===== config.mk =====
export PLATFORM = sky130hd
export DESIGN_NAME = i2c_irq_scl_top
export DESIGN_NICKNAME = d
export VERILOG_FILES = /design/src/shared/i2c_irq_pkg.sv /design/src/shared/scl_timing_if.sv /design/src/rtl/scl_clock_gen.sv /design/src/rtl/i2c_irq_scl_top.sv
export SDC_FILE = /design/constraint.sdc
export NUM_CORES = 1
export LEC_CHECK = 0
export ABC_AREA = 1
export BUFFER_PORTS_ARGS = -buffer_cell sky130_fd_sc_hd__buf_4
export CORE_MARGIN = 3
export CORE_UTILIZATION = 40
export DETAILED_ROUTE_END_ITERATION = 10
export GPL_ROUTABILITY_DRIVEN = 0
export MAX_ROUTING_LAYER = met4
export PLACE_DENSITY = 0.69
export SETUP_SLACK_MARGIN = 0.5
export SYNTH_ARGS = -nofsm -noshare
export SYNTH_HDL_FRONTEND = slang
export SYNTH_SLANG_ARGS = --single-unit

===== constraint.sdc =====
create_clock -name clk_sys -period 5.1 [get_ports clk_sys]
set_input_delay 0.51 -clock clk_sys [delete_from_list [all_inputs] [get_ports clk_sys]]
set_output_delay 0.51 -clock clk_sys [all_outputs]
set_load 0.05 [all_outputs]

===== src/shared/i2c_irq_pkg.sv =====
/*
  Shared constants for the interrupt gating and serial clock timing block:
  register offsets, reset values, field positions and phase multipliers.
  Assumes 8-bit registers reached over a plain strobe port.
*/
package i2c_irq_pkg;
  // ----------------------------------------
  // bus geometry
  // ----------------------------------------
  localparam int unsigned ADDR_W = 4;
  localparam int unsigned DATA_W = 8;

  // ----------------------------------------
  // register offsets
  // ----------------------------------------
  localparam logic [3:0] OFS_CTRL_MAIN   = 4'h0;
  localparam logic [3:0] OFS_CTRL_BUS    = 4'h1;
  localparam logic [3:0] OFS_CLK_FREQ    = 4'h2;
  localparam logic [3:0] OFS_OWN_LOW     = 4'h3;
  localparam logic [3:0] OFS_OWN_HIGH    = 4'h4;
  localparam logic [3:0] OFS_DATA        = 4'h6;
  localparam logic [3:0] OFS_STAT_EVT    = 4'h7;
  localparam logic [3:0] OFS_STAT_ERR    = 4'h8;
  localparam logic [3:0] OFS_STAT_BUS    = 4'h9;
  localparam logic [3:0] OFS_IRQ_EN      = 4'ha;
  localparam logic [3:0] OFS_DIV_LOW     = 4'hb;
  localparam logic [3:0] OFS_DIV_HIGH    = 4'hc;
  localparam logic [3:0] OFS_RISE        = 4'hd;

  // ----------------------------------------
  // reset values and writable bit masks
  // ----------------------------------------
  localparam logic [7:0] RST_ZERO        = 8'h00;
  localparam logic [7:0] RST_DIV_LOW     = 8'h00;
  localparam logic [7:0] RST_RISE        = 8'h02;
  localparam logic [7:0] MASK_CLK_FREQ   = 8'h3f;
  localparam logic [7:0] MASK_OWN_HIGH   = 8'hc6;
  localparam logic [7:0] MASK_STAT_EVT   = 8'hdf;
  localparam logic [7:0] MASK_STAT_ERR   = 8'h2f;
  localparam logic [7:0] MASK_STAT_BUS   = 8'h17;
  localparam logic [7:0] MASK_IRQ_EN     = 8'h07;
  localparam logic [7:0] MASK_DIV_HIGH   = 8'hcf;
  localparam logic [7:0] MASK_RISE       = 8'h3f;

  // ----------------------------------------
  // field positions
  // ----------------------------------------
  localparam int unsigned BIT_PE         = 0;
  localparam int unsigned BIT_ERR_EN     = 0;
  localparam int unsigned BIT_EVT_EN     = 1;
  localparam int unsigned BIT_BUF_EN     = 2;
  localparam int unsigned BIT_START      = 0;
  localparam int unsigned BIT_ADDR       = 1;
  localparam int unsigned BIT_BYTE_DONE  = 2;
  localparam int unsigned BIT_TEN_HDR    = 3;
  localparam int unsigned BIT_STOP       = 4;
  localparam int unsigned BIT_RX_FULL    = 6;
  localparam int unsigned BIT_TX_EMPTY   = 7;
  localparam int unsigned BIT_WAKE       = 5;
  localparam int unsigned BIT_FAST       = 7;
  localparam int unsigned BIT_DUTY       = 6;
  localparam int unsigned DIV_W          = 12;
  localparam int unsigned RISE_W         = 6;
  localparam int unsigned CNT_W          = 16;

  // ----------------------------------------
  // phase multipliers of the divider
  // ----------------------------------------
  localparam logic [4:0] MUL_ONE         = 5'h01;
  localparam logic [4:0] MUL_FAST_LOW    = 5'h02;
  localparam logic [4:0] MUL_DUTY_HIGH   = 5'h09;
  localparam logic [4:0] MUL_DUTY_LOW    = 5'h10;
endpackage : i2c_irq_pkg


===== src/shared/scl_timing_if.sv =====
/*
  Carrier between the register block and the serial clock generator.
  Assumes both ends run on the same clock.
*/
`timescale 1ns/1ps
`default_nettype none
interface scl_timing_if;
  import i2c_irq_pkg::*;
  logic [DIV_W-1:0]  divider;
  logic              fast;
  logic              duty;
  logic [RISE_W-1:0] rise_limit;
  logic              run;
  logic              line_high;
  logic              drive_low;
  logic              phase_high;

  // settings and line level flow to the generator, drive and phase state back
  modport ctl (output divider, fast, duty, rise_limit, run, line_high,
               input drive_low, phase_high);
  modport gen (input divider, fast, duty, rise_limit, run, line_high,
               output drive_low, phase_high);
endinterface : scl_timing_if
`default_nettype wire


===== src/rtl/scl_clock_gen.sv =====
/*
  Master serial clock generator: counts high and low phases from the
  divider. Assumes the line level arrives already synchronised.
*/
`timescale 1ns/1ps
`default_nettype none
module scl_clock_gen (
  // clock and reset
  input  wire logic clk_sys,
  input  wire logic rst,
  // settings and line
  scl_timing_if.gen tim
);
  import i2c_irq_pkg::*;

  // ----------------------------------------
  // phase lengths
  // ----------------------------------------
  typedef enum logic [1:0] {GEN_IDLE, GEN_LOW, GEN_HIGH} gen_state_e;

  gen_state_e       state_reg, state_next;
  logic [CNT_W-1:0] cnt_reg, cnt_next;
  logic [4:0]       mul_high, mul_low;
  logic [CNT_W-1:0] len_high, len_low;
  logic             stretch;

  // high/low multipliers per speed and duty
  assign mul_high = (tim.fast && tim.duty) ? MUL_DUTY_HIGH : MUL_ONE;
  assign mul_low  = !tim.fast ? MUL_ONE :
                    (tim.duty ? MUL_DUTY_LOW : MUL_FAST_LOW);
  assign len_high = CNT_W'(tim.divider * mul_high);
  assign len_low  = CNT_W'(tim.divider * mul_low);
  // hold the count once the rise allowance is used and the line is still low
  assign stretch  = !tim.line_high && (cnt_reg >= CNT_W'(tim.rise_limit));

  // ----------------------------------------
  // phase sequencing
  // ----------------------------------------
  // counts start at release or pull, so each phase includes its own edge
  always_comb begin
    state_next = state_reg;
    cnt_next   = cnt_reg;
    unique case (state_reg)
      GEN_IDLE: begin
        cnt_next = '0;
        if (tim.run) begin
          state_next = GEN_LOW;
        end
      end
      GEN_LOW: begin
        if (cnt_reg >= len_low - 1'b1) begin
          state_next = GEN_HIGH;
          cnt_next   = '0;
        end else begin
          cnt_next = cnt_reg + 1'b1;
        end
      end
      GEN_HIGH: begin
        if (stretch) begin
          cnt_next = cnt_reg;
        end else if (cnt_reg >= len_high - 1'b1) begin
          state_next = tim.run ? GEN_LOW : GEN_IDLE;
          cnt_next   = '0;
        end else begin
          cnt_next = cnt_reg + 1'b1;
        end
      end
    endcase
  end

  // state and counter, run drops to idle at once from the low phase, after the high phase ends
  always_ff @(posedge clk_sys) begin
    if (rst) begin
      state_reg <= GEN_IDLE;
      cnt_reg   <= '0;
    end else if (!tim.run && state_reg == GEN_LOW) begin
      state_reg <= GEN_IDLE;
      cnt_reg   <= '0;
    end else begin
      state_reg <= state_next;
      cnt_reg   <= cnt_next;
    end
  end

  assign tim.drive_low  = (state_reg == GEN_LOW);
  assign tim.phase_high = (state_reg == GEN_HIGH);
endmodule : scl_clock_gen
`default_nettype wire


===== src/rtl/i2c_irq_scl_top.sv =====
/*
  Register block of the two-wire controller: status flags, interrupt
  gating and master serial clock timing. Assumes the transfer sequencer
  supplies flag set/clear pulses on clk_sys, and an external open-drain
  pad resolves the serial clock line.
*/
// Decided for this implementation: the address-and-strobe port.
// Overview of operation
// - transmit-empty or receive-full interrupt only when buffer enable is set.
// - start, address, ten-bit header and stop flags raise event interrupt when enabled.
// - byte finished flag is its own event interrupt source.
// - buffer flags need both event and buffer enables.
// - halt wakeup flag raises the event interrupt.
// - bus, arbitration, acknowledge, overrun errors raise error interrupt when enabled.
// - standard mode: high and low both divider times input period.
// - fast duty zero: high is divider, low twice divider.
// - fast duty one: high nine, low sixteen times divider.
// - divider is twelve bits from low register and high register low nibble.
// - high phase counts its rising edge, low phase its falling edge.
// - upper five interrupt enable bits read zero.
// - event and error status flags clear while peripheral is disabled; bus status keeps following its input.
`timescale 1ns/1ps
`default_nettype none
module i2c_irq_scl_top (
  // clock and reset
  input  wire logic                             clk_sys,
  input  wire logic                             rst,
  // register port
  input  wire logic [i2c_irq_pkg::ADDR_W-1:0]   reg_addr,
  input  wire logic [i2c_irq_pkg::DATA_W-1:0]   reg_wdata,
  input  wire logic                             reg_wr,
  input  wire logic                             reg_rd,
  output logic      [i2c_irq_pkg::DATA_W-1:0]   reg_rdata,
  // flag sources from the transfer sequencer
  input  wire logic [7:0]                       evt_set,
  input  wire logic [7:0]                       evt_clr,
  input  wire logic [7:0]                       err_set,
  input  wire logic [7:0]                       bus_state,
  input  wire logic [7:0]                       rx_byte,
  input  wire logic                             rx_load,
  input  wire logic                             master_run,
  input  wire logic                             halt_wake,
  // configuration towards the sequencer
  output logic                                  peripheral_enable,
  output logic      [7:0]                       ctrl_bus_actions,
  output logic      [7:0]                       tx_byte,
  output logic                                  data_wr_pulse,
  output logic                                  data_rd_pulse,
  output logic                                  scl_high_phase,
  // interrupts
  output logic                                  event_irq,
  output logic                                  error_irq,
  // serial clock pin, open drain
  input  wire logic                             scl_in,
  output logic                                  scl_out,
  output logic                                  scl_oe_n
);
  import i2c_irq_pkg::*;

  // ----------------------------------------
  // register storage
  // ----------------------------------------
  logic [7:0] ctrl_main_reg;
  logic [7:0] ctrl_bus_reg;
  logic [7:0] clk_freq_reg;
  logic [7:0] own_low_reg;
  logic [7:0] own_high_reg;
  logic [7:0] data_reg, data_next;
  logic [7:0] stat_evt_reg, stat_evt_next;
  logic [7:0] stat_err_reg, stat_err_next;
  logic [7:0] stat_bus_reg;
  logic [7:0] irq_en_reg;
  logic [7:0] div_low_reg;
  logic [7:0] div_high_reg;
  logic [7:0] rise_reg;
  logic [7:0] rdata_reg, rdata_next;
  logic       event_irq_reg, event_irq_next;
  logic       error_irq_reg, error_irq_next;
  logic       data_wr_reg;
  logic       data_rd_reg;
  logic       scl_oe_n_reg;
  logic       scl_phase_reg;
  logic       scl_meta_reg, scl_sync_reg;
  logic       wake_meta_reg, wake_sync_reg, wake_last_reg;

  // ----------------------------------------
  // address decode
  // ----------------------------------------
  logic wr_ctrl_main, wr_ctrl_bus, wr_clk_freq, wr_own_low;
  logic wr_own_high, wr_data, wr_stat_err, wr_irq_en;
  logic wr_div_low, wr_div_high, wr_rise, rd_data;
  logic pe;

  // one write strobe per writable register
  assign wr_ctrl_main = reg_wr && (reg_addr == OFS_CTRL_MAIN);
  assign wr_ctrl_bus  = reg_wr && (reg_addr == OFS_CTRL_BUS);
  assign wr_clk_freq  = reg_wr && (reg_addr == OFS_CLK_FREQ);
  assign wr_own_low   = reg_wr && (reg_addr == OFS_OWN_LOW);
  assign wr_own_high  = reg_wr && (reg_addr == OFS_OWN_HIGH);
  assign wr_data      = reg_wr && (reg_addr == OFS_DATA);
  assign wr_stat_err  = reg_wr && (reg_addr == OFS_STAT_ERR);
  assign wr_irq_en    = reg_wr && (reg_addr == OFS_IRQ_EN);
  assign wr_div_low   = reg_wr && (reg_addr == OFS_DIV_LOW);
  assign wr_div_high  = reg_wr && (reg_addr == OFS_DIV_HIGH);
  assign wr_rise      = reg_wr && (reg_addr == OFS_RISE);
  assign rd_data      = reg_rd && (reg_addr == OFS_DATA);
  assign pe           = ctrl_main_reg[BIT_PE];

  // ----------------------------------------
  // configuration registers
  // ----------------------------------------
  // divider and rise limit are only taken while disabled: a change under
  // a running clock would cut a phase short
  always_ff @(posedge clk_sys) begin
    if (rst) begin
      ctrl_main_reg <= RST_ZERO;
      ctrl_bus_reg  <= RST_ZERO;
      clk_freq_reg  <= RST_ZERO;
      own_low_reg   <= RST_ZERO;
      own_high_reg  <= RST_ZERO;
      irq_en_reg    <= RST_ZERO;
      div_low_reg   <= RST_DIV_LOW;
      div_high_reg  <= RST_ZERO;
      rise_reg      <= RST_RISE;
    end else begin
      if (wr_ctrl_main) ctrl_main_reg <= reg_wdata;
      if (wr_ctrl_bus)  ctrl_bus_reg  <= reg_wdata;
      if (wr_clk_freq)  clk_freq_reg  <= reg_wdata & MASK_CLK_FREQ;
      if (wr_own_low)   own_low_reg   <= reg_wdata;
      if (wr_own_high)  own_high_reg  <= reg_wdata & MASK_OWN_HIGH;
      if (wr_irq_en)    irq_en_reg    <= reg_wdata & MASK_IRQ_EN;
      if (wr_div_low && !pe)  div_low_reg  <= reg_wdata;
      if (wr_div_high && !pe) div_high_reg <= reg_wdata & MASK_DIV_HIGH;
      if (wr_rise && !pe)     rise_reg     <= reg_wdata & MASK_RISE;
    end
  end

  // ----------------------------------------
  // status flags
  // ----------------------------------------
  logic evt_en, err_en, buf_en, wake_rise;

  assign evt_en    = irq_en_reg[BIT_EVT_EN];
  assign err_en    = irq_en_reg[BIT_ERR_EN];
  assign buf_en    = irq_en_reg[BIT_BUF_EN];
  assign wake_rise = wake_sync_reg && !wake_last_reg;

  // set wins over any clear in the same cycle; disable wipes everything
  always_comb begin
    stat_evt_next = ((stat_evt_reg & ~evt_clr) | evt_set) & MASK_STAT_EVT;
    if (!pe) begin
      stat_evt_next = RST_ZERO;
    end
  end

  // error bits clear on a written 0, wakeup sets only with events enabled
  always_comb begin
    stat_err_next = stat_err_reg;
    if (wr_stat_err) begin
      stat_err_next = stat_err_reg & reg_wdata;
    end
    stat_err_next = (stat_err_next | err_set) & MASK_STAT_ERR;
    if (wake_rise && evt_en) begin
      stat_err_next[BIT_WAKE] = 1'b1;
    end
    if (!pe) begin
      stat_err_next = RST_ZERO;
    end
  end

  always_ff @(posedge clk_sys) begin
    if (rst) begin
      stat_evt_reg <= RST_ZERO;
      stat_err_reg <= RST_ZERO;
      stat_bus_reg <= RST_ZERO;
    end else begin
      stat_evt_reg <= stat_evt_next;
      stat_err_reg <= stat_err_next;
      stat_bus_reg <= bus_state & MASK_STAT_BUS;
    end
  end

  // ----------------------------------------
  // data register
  // ----------------------------------------
  // a new received byte takes precedence over a software write
  assign data_next = rx_load ? rx_byte : (wr_data ? reg_wdata : data_reg);

  always_ff @(posedge clk_sys) begin
    if (rst) begin
      data_reg    <= RST_ZERO;
      data_wr_reg <= 1'b0;
      data_rd_reg <= 1'b0;
    end else begin
      data_reg    <= data_next;
      data_wr_reg <= wr_data;
      data_rd_reg <= rd_data;
    end
  end

  // ----------------------------------------
  // interrupt gating
  // ----------------------------------------
  logic evt_plain, evt_buffer, err_any;

  // plain event sources, byte finished counted on its own
  assign evt_plain  = stat_evt_reg[BIT_START] | stat_evt_reg[BIT_ADDR]
                    | stat_evt_reg[BIT_TEN_HDR] | stat_evt_reg[BIT_STOP]
                    | stat_evt_reg[BIT_BYTE_DONE]
                    | stat_err_reg[BIT_WAKE];
  // buffer flags only pass with the buffer enable too
  assign evt_buffer = buf_en & (stat_evt_reg[BIT_TX_EMPTY]
                    | stat_evt_reg[BIT_RX_FULL]);
  assign err_any    = |(stat_err_reg & MASK_STAT_ERR & ~(8'h01 << BIT_WAKE));

  assign event_irq_next = evt_en & (evt_plain | evt_buffer);
  assign error_irq_next = err_en & err_any;

  // outputs are registered, so each line trails its flags by one cycle
  always_ff @(posedge clk_sys) begin
    if (rst) begin
      event_irq_reg <= 1'b0;
      error_irq_reg <= 1'b0;
    end else begin
      event_irq_reg <= event_irq_next;
      error_irq_reg <= error_irq_next;
    end
  end

  // ----------------------------------------
  // read path
  // ----------------------------------------
  // unmapped offsets read as zero
  always_comb begin
    unique case (reg_addr)
      OFS_CTRL_MAIN: rdata_next = ctrl_main_reg;
      OFS_CTRL_BUS:  rdata_next = ctrl_bus_reg;
      OFS_CLK_FREQ:  rdata_next = clk_freq_reg;
      OFS_OWN_LOW:   rdata_next = own_low_reg;
      OFS_OWN_HIGH:  rdata_next = own_high_reg;
      OFS_DATA:      rdata_next = data_reg;
      OFS_STAT_EVT:  rdata_next = stat_evt_reg;
      OFS_STAT_ERR:  rdata_next = stat_err_reg;
      OFS_STAT_BUS:  rdata_next = stat_bus_reg;
      OFS_IRQ_EN:    rdata_next = irq_en_reg & MASK_IRQ_EN;
      OFS_DIV_LOW:   rdata_next = div_low_reg;
      OFS_DIV_HIGH:  rdata_next = div_high_reg;
      OFS_RISE:      rdata_next = rise_reg;
      default:       rdata_next = RST_ZERO;
    endcase
  end

  // data only stands in the cycle after the read strobe
  always_ff @(posedge clk_sys) begin
    if (rst) begin
      rdata_reg <= RST_ZERO;
    end else begin
      rdata_reg <= reg_rd ? rdata_next : RST_ZERO;
    end
  end

  // ----------------------------------------
  // pin synchronisers
  // ----------------------------------------
  // two stages before any logic looks at the line or the wake pin
  always_ff @(posedge clk_sys) begin
    if (rst) begin
      scl_meta_reg  <= 1'b1;
      scl_sync_reg  <= 1'b1;
      wake_meta_reg <= 1'b0;
      wake_sync_reg <= 1'b0;
      wake_last_reg <= 1'b0;
    end else begin
      scl_meta_reg  <= scl_in;
      scl_sync_reg  <= scl_meta_reg;
      wake_meta_reg <= halt_wake;
      wake_sync_reg <= wake_meta_reg;
      wake_last_reg <= wake_sync_reg;
    end
  end

  // ----------------------------------------
  // serial clock generator
  // ----------------------------------------
  scl_timing_if tim ();

  // divider joins low register and high register nibble
  assign tim.divider    = {div_high_reg[3:0], div_low_reg};
  assign tim.fast       = div_high_reg[BIT_FAST];
  assign tim.duty       = div_high_reg[BIT_DUTY];
  assign tim.rise_limit = rise_reg[RISE_W-1:0];
  assign tim.run        = pe && master_run;
  assign tim.line_high  = scl_sync_reg;

  scl_clock_gen u_gen (
    .clk_sys (clk_sys),
    .rst     (rst),
    .tim     (tim)
  );

  // pin only ever pulled low; enable low means driving
  always_ff @(posedge clk_sys) begin
    if (rst) begin
      scl_oe_n_reg  <= 1'b1;
      scl_phase_reg <= 1'b0;
    end else begin
      scl_oe_n_reg  <= !tim.drive_low;
      scl_phase_reg <= tim.phase_high;
    end
  end

  // ----------------------------------------
  // outputs
  // ----------------------------------------
  assign reg_rdata         = rdata_reg;
  assign peripheral_enable = ctrl_main_reg[BIT_PE];
  assign ctrl_bus_actions  = ctrl_bus_reg;
  assign tx_byte           = data_reg;
  assign data_wr_pulse     = data_wr_reg;
  assign data_rd_pulse     = data_rd_reg;
  assign scl_high_phase    = scl_phase_reg;
  assign event_irq         = event_irq_reg;
  assign error_irq         = error_irq_reg;
  assign scl_out           = 1'b0;
  assign scl_oe_n          = scl_oe_n_reg;
endmodule : i2c_irq_scl_top
`default_nettype wire


==> results.ini <==
[clocking]
cts.path.max_buffers=2
tritoncts=built
cts-root-buf=clkbuf_16
holdBufCountCts=0
tritoncts_num_sinks=118
clk_pin_slew_ps=60
cts_inserted_buffers=17
worstSkewPairLatency_ps=420
h_tree_levels=4

[worst_setup_path]
endpoint_kind=flop
worst_setup_path_start_kind=flop
timing_worst_setup_path_type=flop to flop
arrival_ps=4740
worst-path-max-fanout=7
timing.critical_path.required_ps=5460

[yosys]
mappedNetlistArea_um2=8500
synth_warnings=0
ys.flop_type=dfxtp_1
synth.largest_area_cell=dfxtp_1
post_synth_main_area_contributors=dfxtp_1 (28%), ha_1 (15%), nand2_1 (9.2%)
syn-instance-count=1196
synthesis.nets=1376
syn_area_per_cell_um2=7.11
synth_cell_types=48
synth-edff-count=0
yosysSeqAreaShare_pct=27.8
synth_most_common_cell=nand2_1
postSynth.asyncResetShare_pct=0
synth_seq_cells=118
netlist.area_leader.share_pct=27.8
ys_top_cells_by_count=nand2_1 (208), inv_1 (199), nor2_1 (121), dfxtp_1 (118), a21oi_1 (111)

[floorplanning]
io_pins=92
placementRows=52
core_um2=20600
die-area_um2=23000
dieWidth_um=152
initial_utilization_pct=41.3
die_height_um=152

[cells_and_area]
flow.area_growth_from_synthesis_pct=21.7
area.sequential_um2=2380
num-nets-final=1465
multi_input_comb_area_um2=5440
final_design_instance_area_without_fill_um2=10300
flip_flop_count_of_the_largest_register_after_layout=16
filler_cell_count=2048
antenna_cells_inserted=0
instances_no_fill=1568
share_of_layout_cells_above_drive_strength_1_pct=17.7

[global_routing]
initial_antenna_violation_count=0
pin_count_of_the_biggest_net_entering_global_routing=46
total_routing_usage_gr_pct=21.5
number_of_global_route_vias_before_repair=7578
grt_pass1_wl_um=38300
total_grt_overflow=0

[power_and_ir_drop]
p_leak_nw=4.85
p_sw_share_pct=29.6
power.share.sequential_pct=35.5
p_switching_mw=0.803
power.ir.vdd_worst_mv=0.232
power.density_cell_area_nw_per_um2=263
pwr-share-comb_pct=16.8
p_int_mw=1.91
power.clock.fraction_pct=47.7

[sta]
layout_min_cycle_time_ps=4380
fmaxAchievable_mhz=228
final_hold_viol_count=0
slew_viol_final=0
clock_skew_ps=10.1
final.period_utilization_pct=85.9
summed_negative_setup_slack_over_all_endpoints_ps=0
final_critical_path_setup_slack_ps=720
finalSetupViolCount=0
worst-slew-pin-transition_ps=869
setup_repair_after_global_routing_missed_its_margin=false
slew-limit-headroom_pct=42.0

[route]
wire_per_inst_um=15.4
via_per_inst=5.22
detail_route.drc_violations=0
num_vias=8189
postRouteWirelength_um=24100
drt-initial-drc-count=637
ant_nets=0
drt_first_pass_iters=5

[place]
port_buffers=81
preCtsSetupSlack_ps=248
place_area_um2=9350
dp.cells=1523
place_hpwl_um=18000

[hold_path]
hold_path_class=primary input to flop

[run]
timing.max_cap.violations=0

[status]
status=finished, final reports clean

## critical path, cell delays in order (launching register included)
cell	delay, ps
dfxtp_4	390
buf_8	130
nor2_1	50
ha_1	290
inv_2	40
fa_1	480
fa_1	540
inv_1	60
ha_4	310
nand2_4	70
nor2_2	120
nand2_1	60
o211ai_1	120
nand3_1	120
nand4_1	100
xor2_1	160
ha_1	260
nand2_1	70
inv_1	60
nand3_1	70
nand4_1	90
nor2_1	100
nand2_1	80
nand2_2	110
nand2_2	70
nand2_4	90
nand2_4	130
nor2_2	150
## logic make-up after synthesis
logic type	Yosys count	synth area share [%]
adder cells (fa/ha/maj)	120	19.4
other	1	0.0441
flip-flops	118	27.8
XOR/XNOR	42	4.33
AND/OR/NAND/NOR	430	21.3
AO/OA/AOI/OAI	241	15.9
buffers and inverters	244	11.2
## metal layers
metal	GRT usage (%)	vias up	routed length, um
met5	-	-	0
li1	-	4071	-
met1	28.9	3740	10900
met4	6.42	0	565
met2	33.7	332	11100
met3	3.30	46	1530
## power by group through the flow
stage	clock (mW)	combinational (mW)	sequential, mW
CTS	1.30	0.421	0.965
global placement	0	0.405	0.984
detailed placement	0	0.412	0.985
global route	1.34	0.508	0.967
floorplan	0	0.256	1.01
finish	1.30	0.457	0.965
## worst paths after layout
kind / start / endpoint / slack (ps) / cells past startpoint
worst min register to register: wake_meta_reg$_SDFF_PP0_ / wake_sync_reg$_SDFF_PP0_ / 400 / 2
worst max-delay path: div_high_reg[7]$_SDFFE_PP0P_ / u_gen.cnt_reg[6]$_SDFFE_PP0N_ / 720 / 27
worst min-delay path: scl_in / scl_meta_reg$_SDFF_PP1_ / 270 / 2
worst max register to register: div_high_reg[7]$_SDFFE_PP0P_ / u_gen.cnt_reg[6]$_SDFFE_PP0N_ / 720 / 27
## cell usage in the layout, fill, tap and decap left out, drive strengths merged, types with 3 or more instances in the layout
master   instances
nand4           13
a21oi          112
a31oi           11
clkinv           8
fa              20
ha             100
nand3           53
o2111ai          4
nor2           134
o21ai           72
xnor2           16
nand2          214
dfxtp          118
buf            100
a21o             5
xor2            26
a31o             3
clkbuf          18
a221oi           8
o21bai           3
bufinv           3
nor3            11
inv            215
o22ai           11
## final cells by class
cell class | count | area share [%]
multi-input combinational | 835 | 52.6
sequential | 118 | 23.0
inverter | 213 | 7.76
timing repair buffer | 100 | 7.33
clock buffer | 18 | 4.24
tap | 270 | 3.27
clock inverter | 14 | 1.85
## repair_timing
action                                  CTS  global route
resized for setup                         8            74
gates cloned                              1             0
setup buffers                             0            12
endpoints found under the setup margin   15            18
pin swaps                                 0            14
## per-stage QoR
step / util, % / total power [mW] / hold WS [ps]
2_1_floorplan: - / 1.27 / 388
3_3_place_gp: 45.5 / 1.39 / 390
3_5_place_dp: 45.5 / 1.40 / 396
4_1_cts: 48.7 / 2.69 / 265
5_1_grt: 50.3 / 2.82 / 266
6_report: 50.3 / 2.72 / 272
Power figures use the tool's default switching activity.
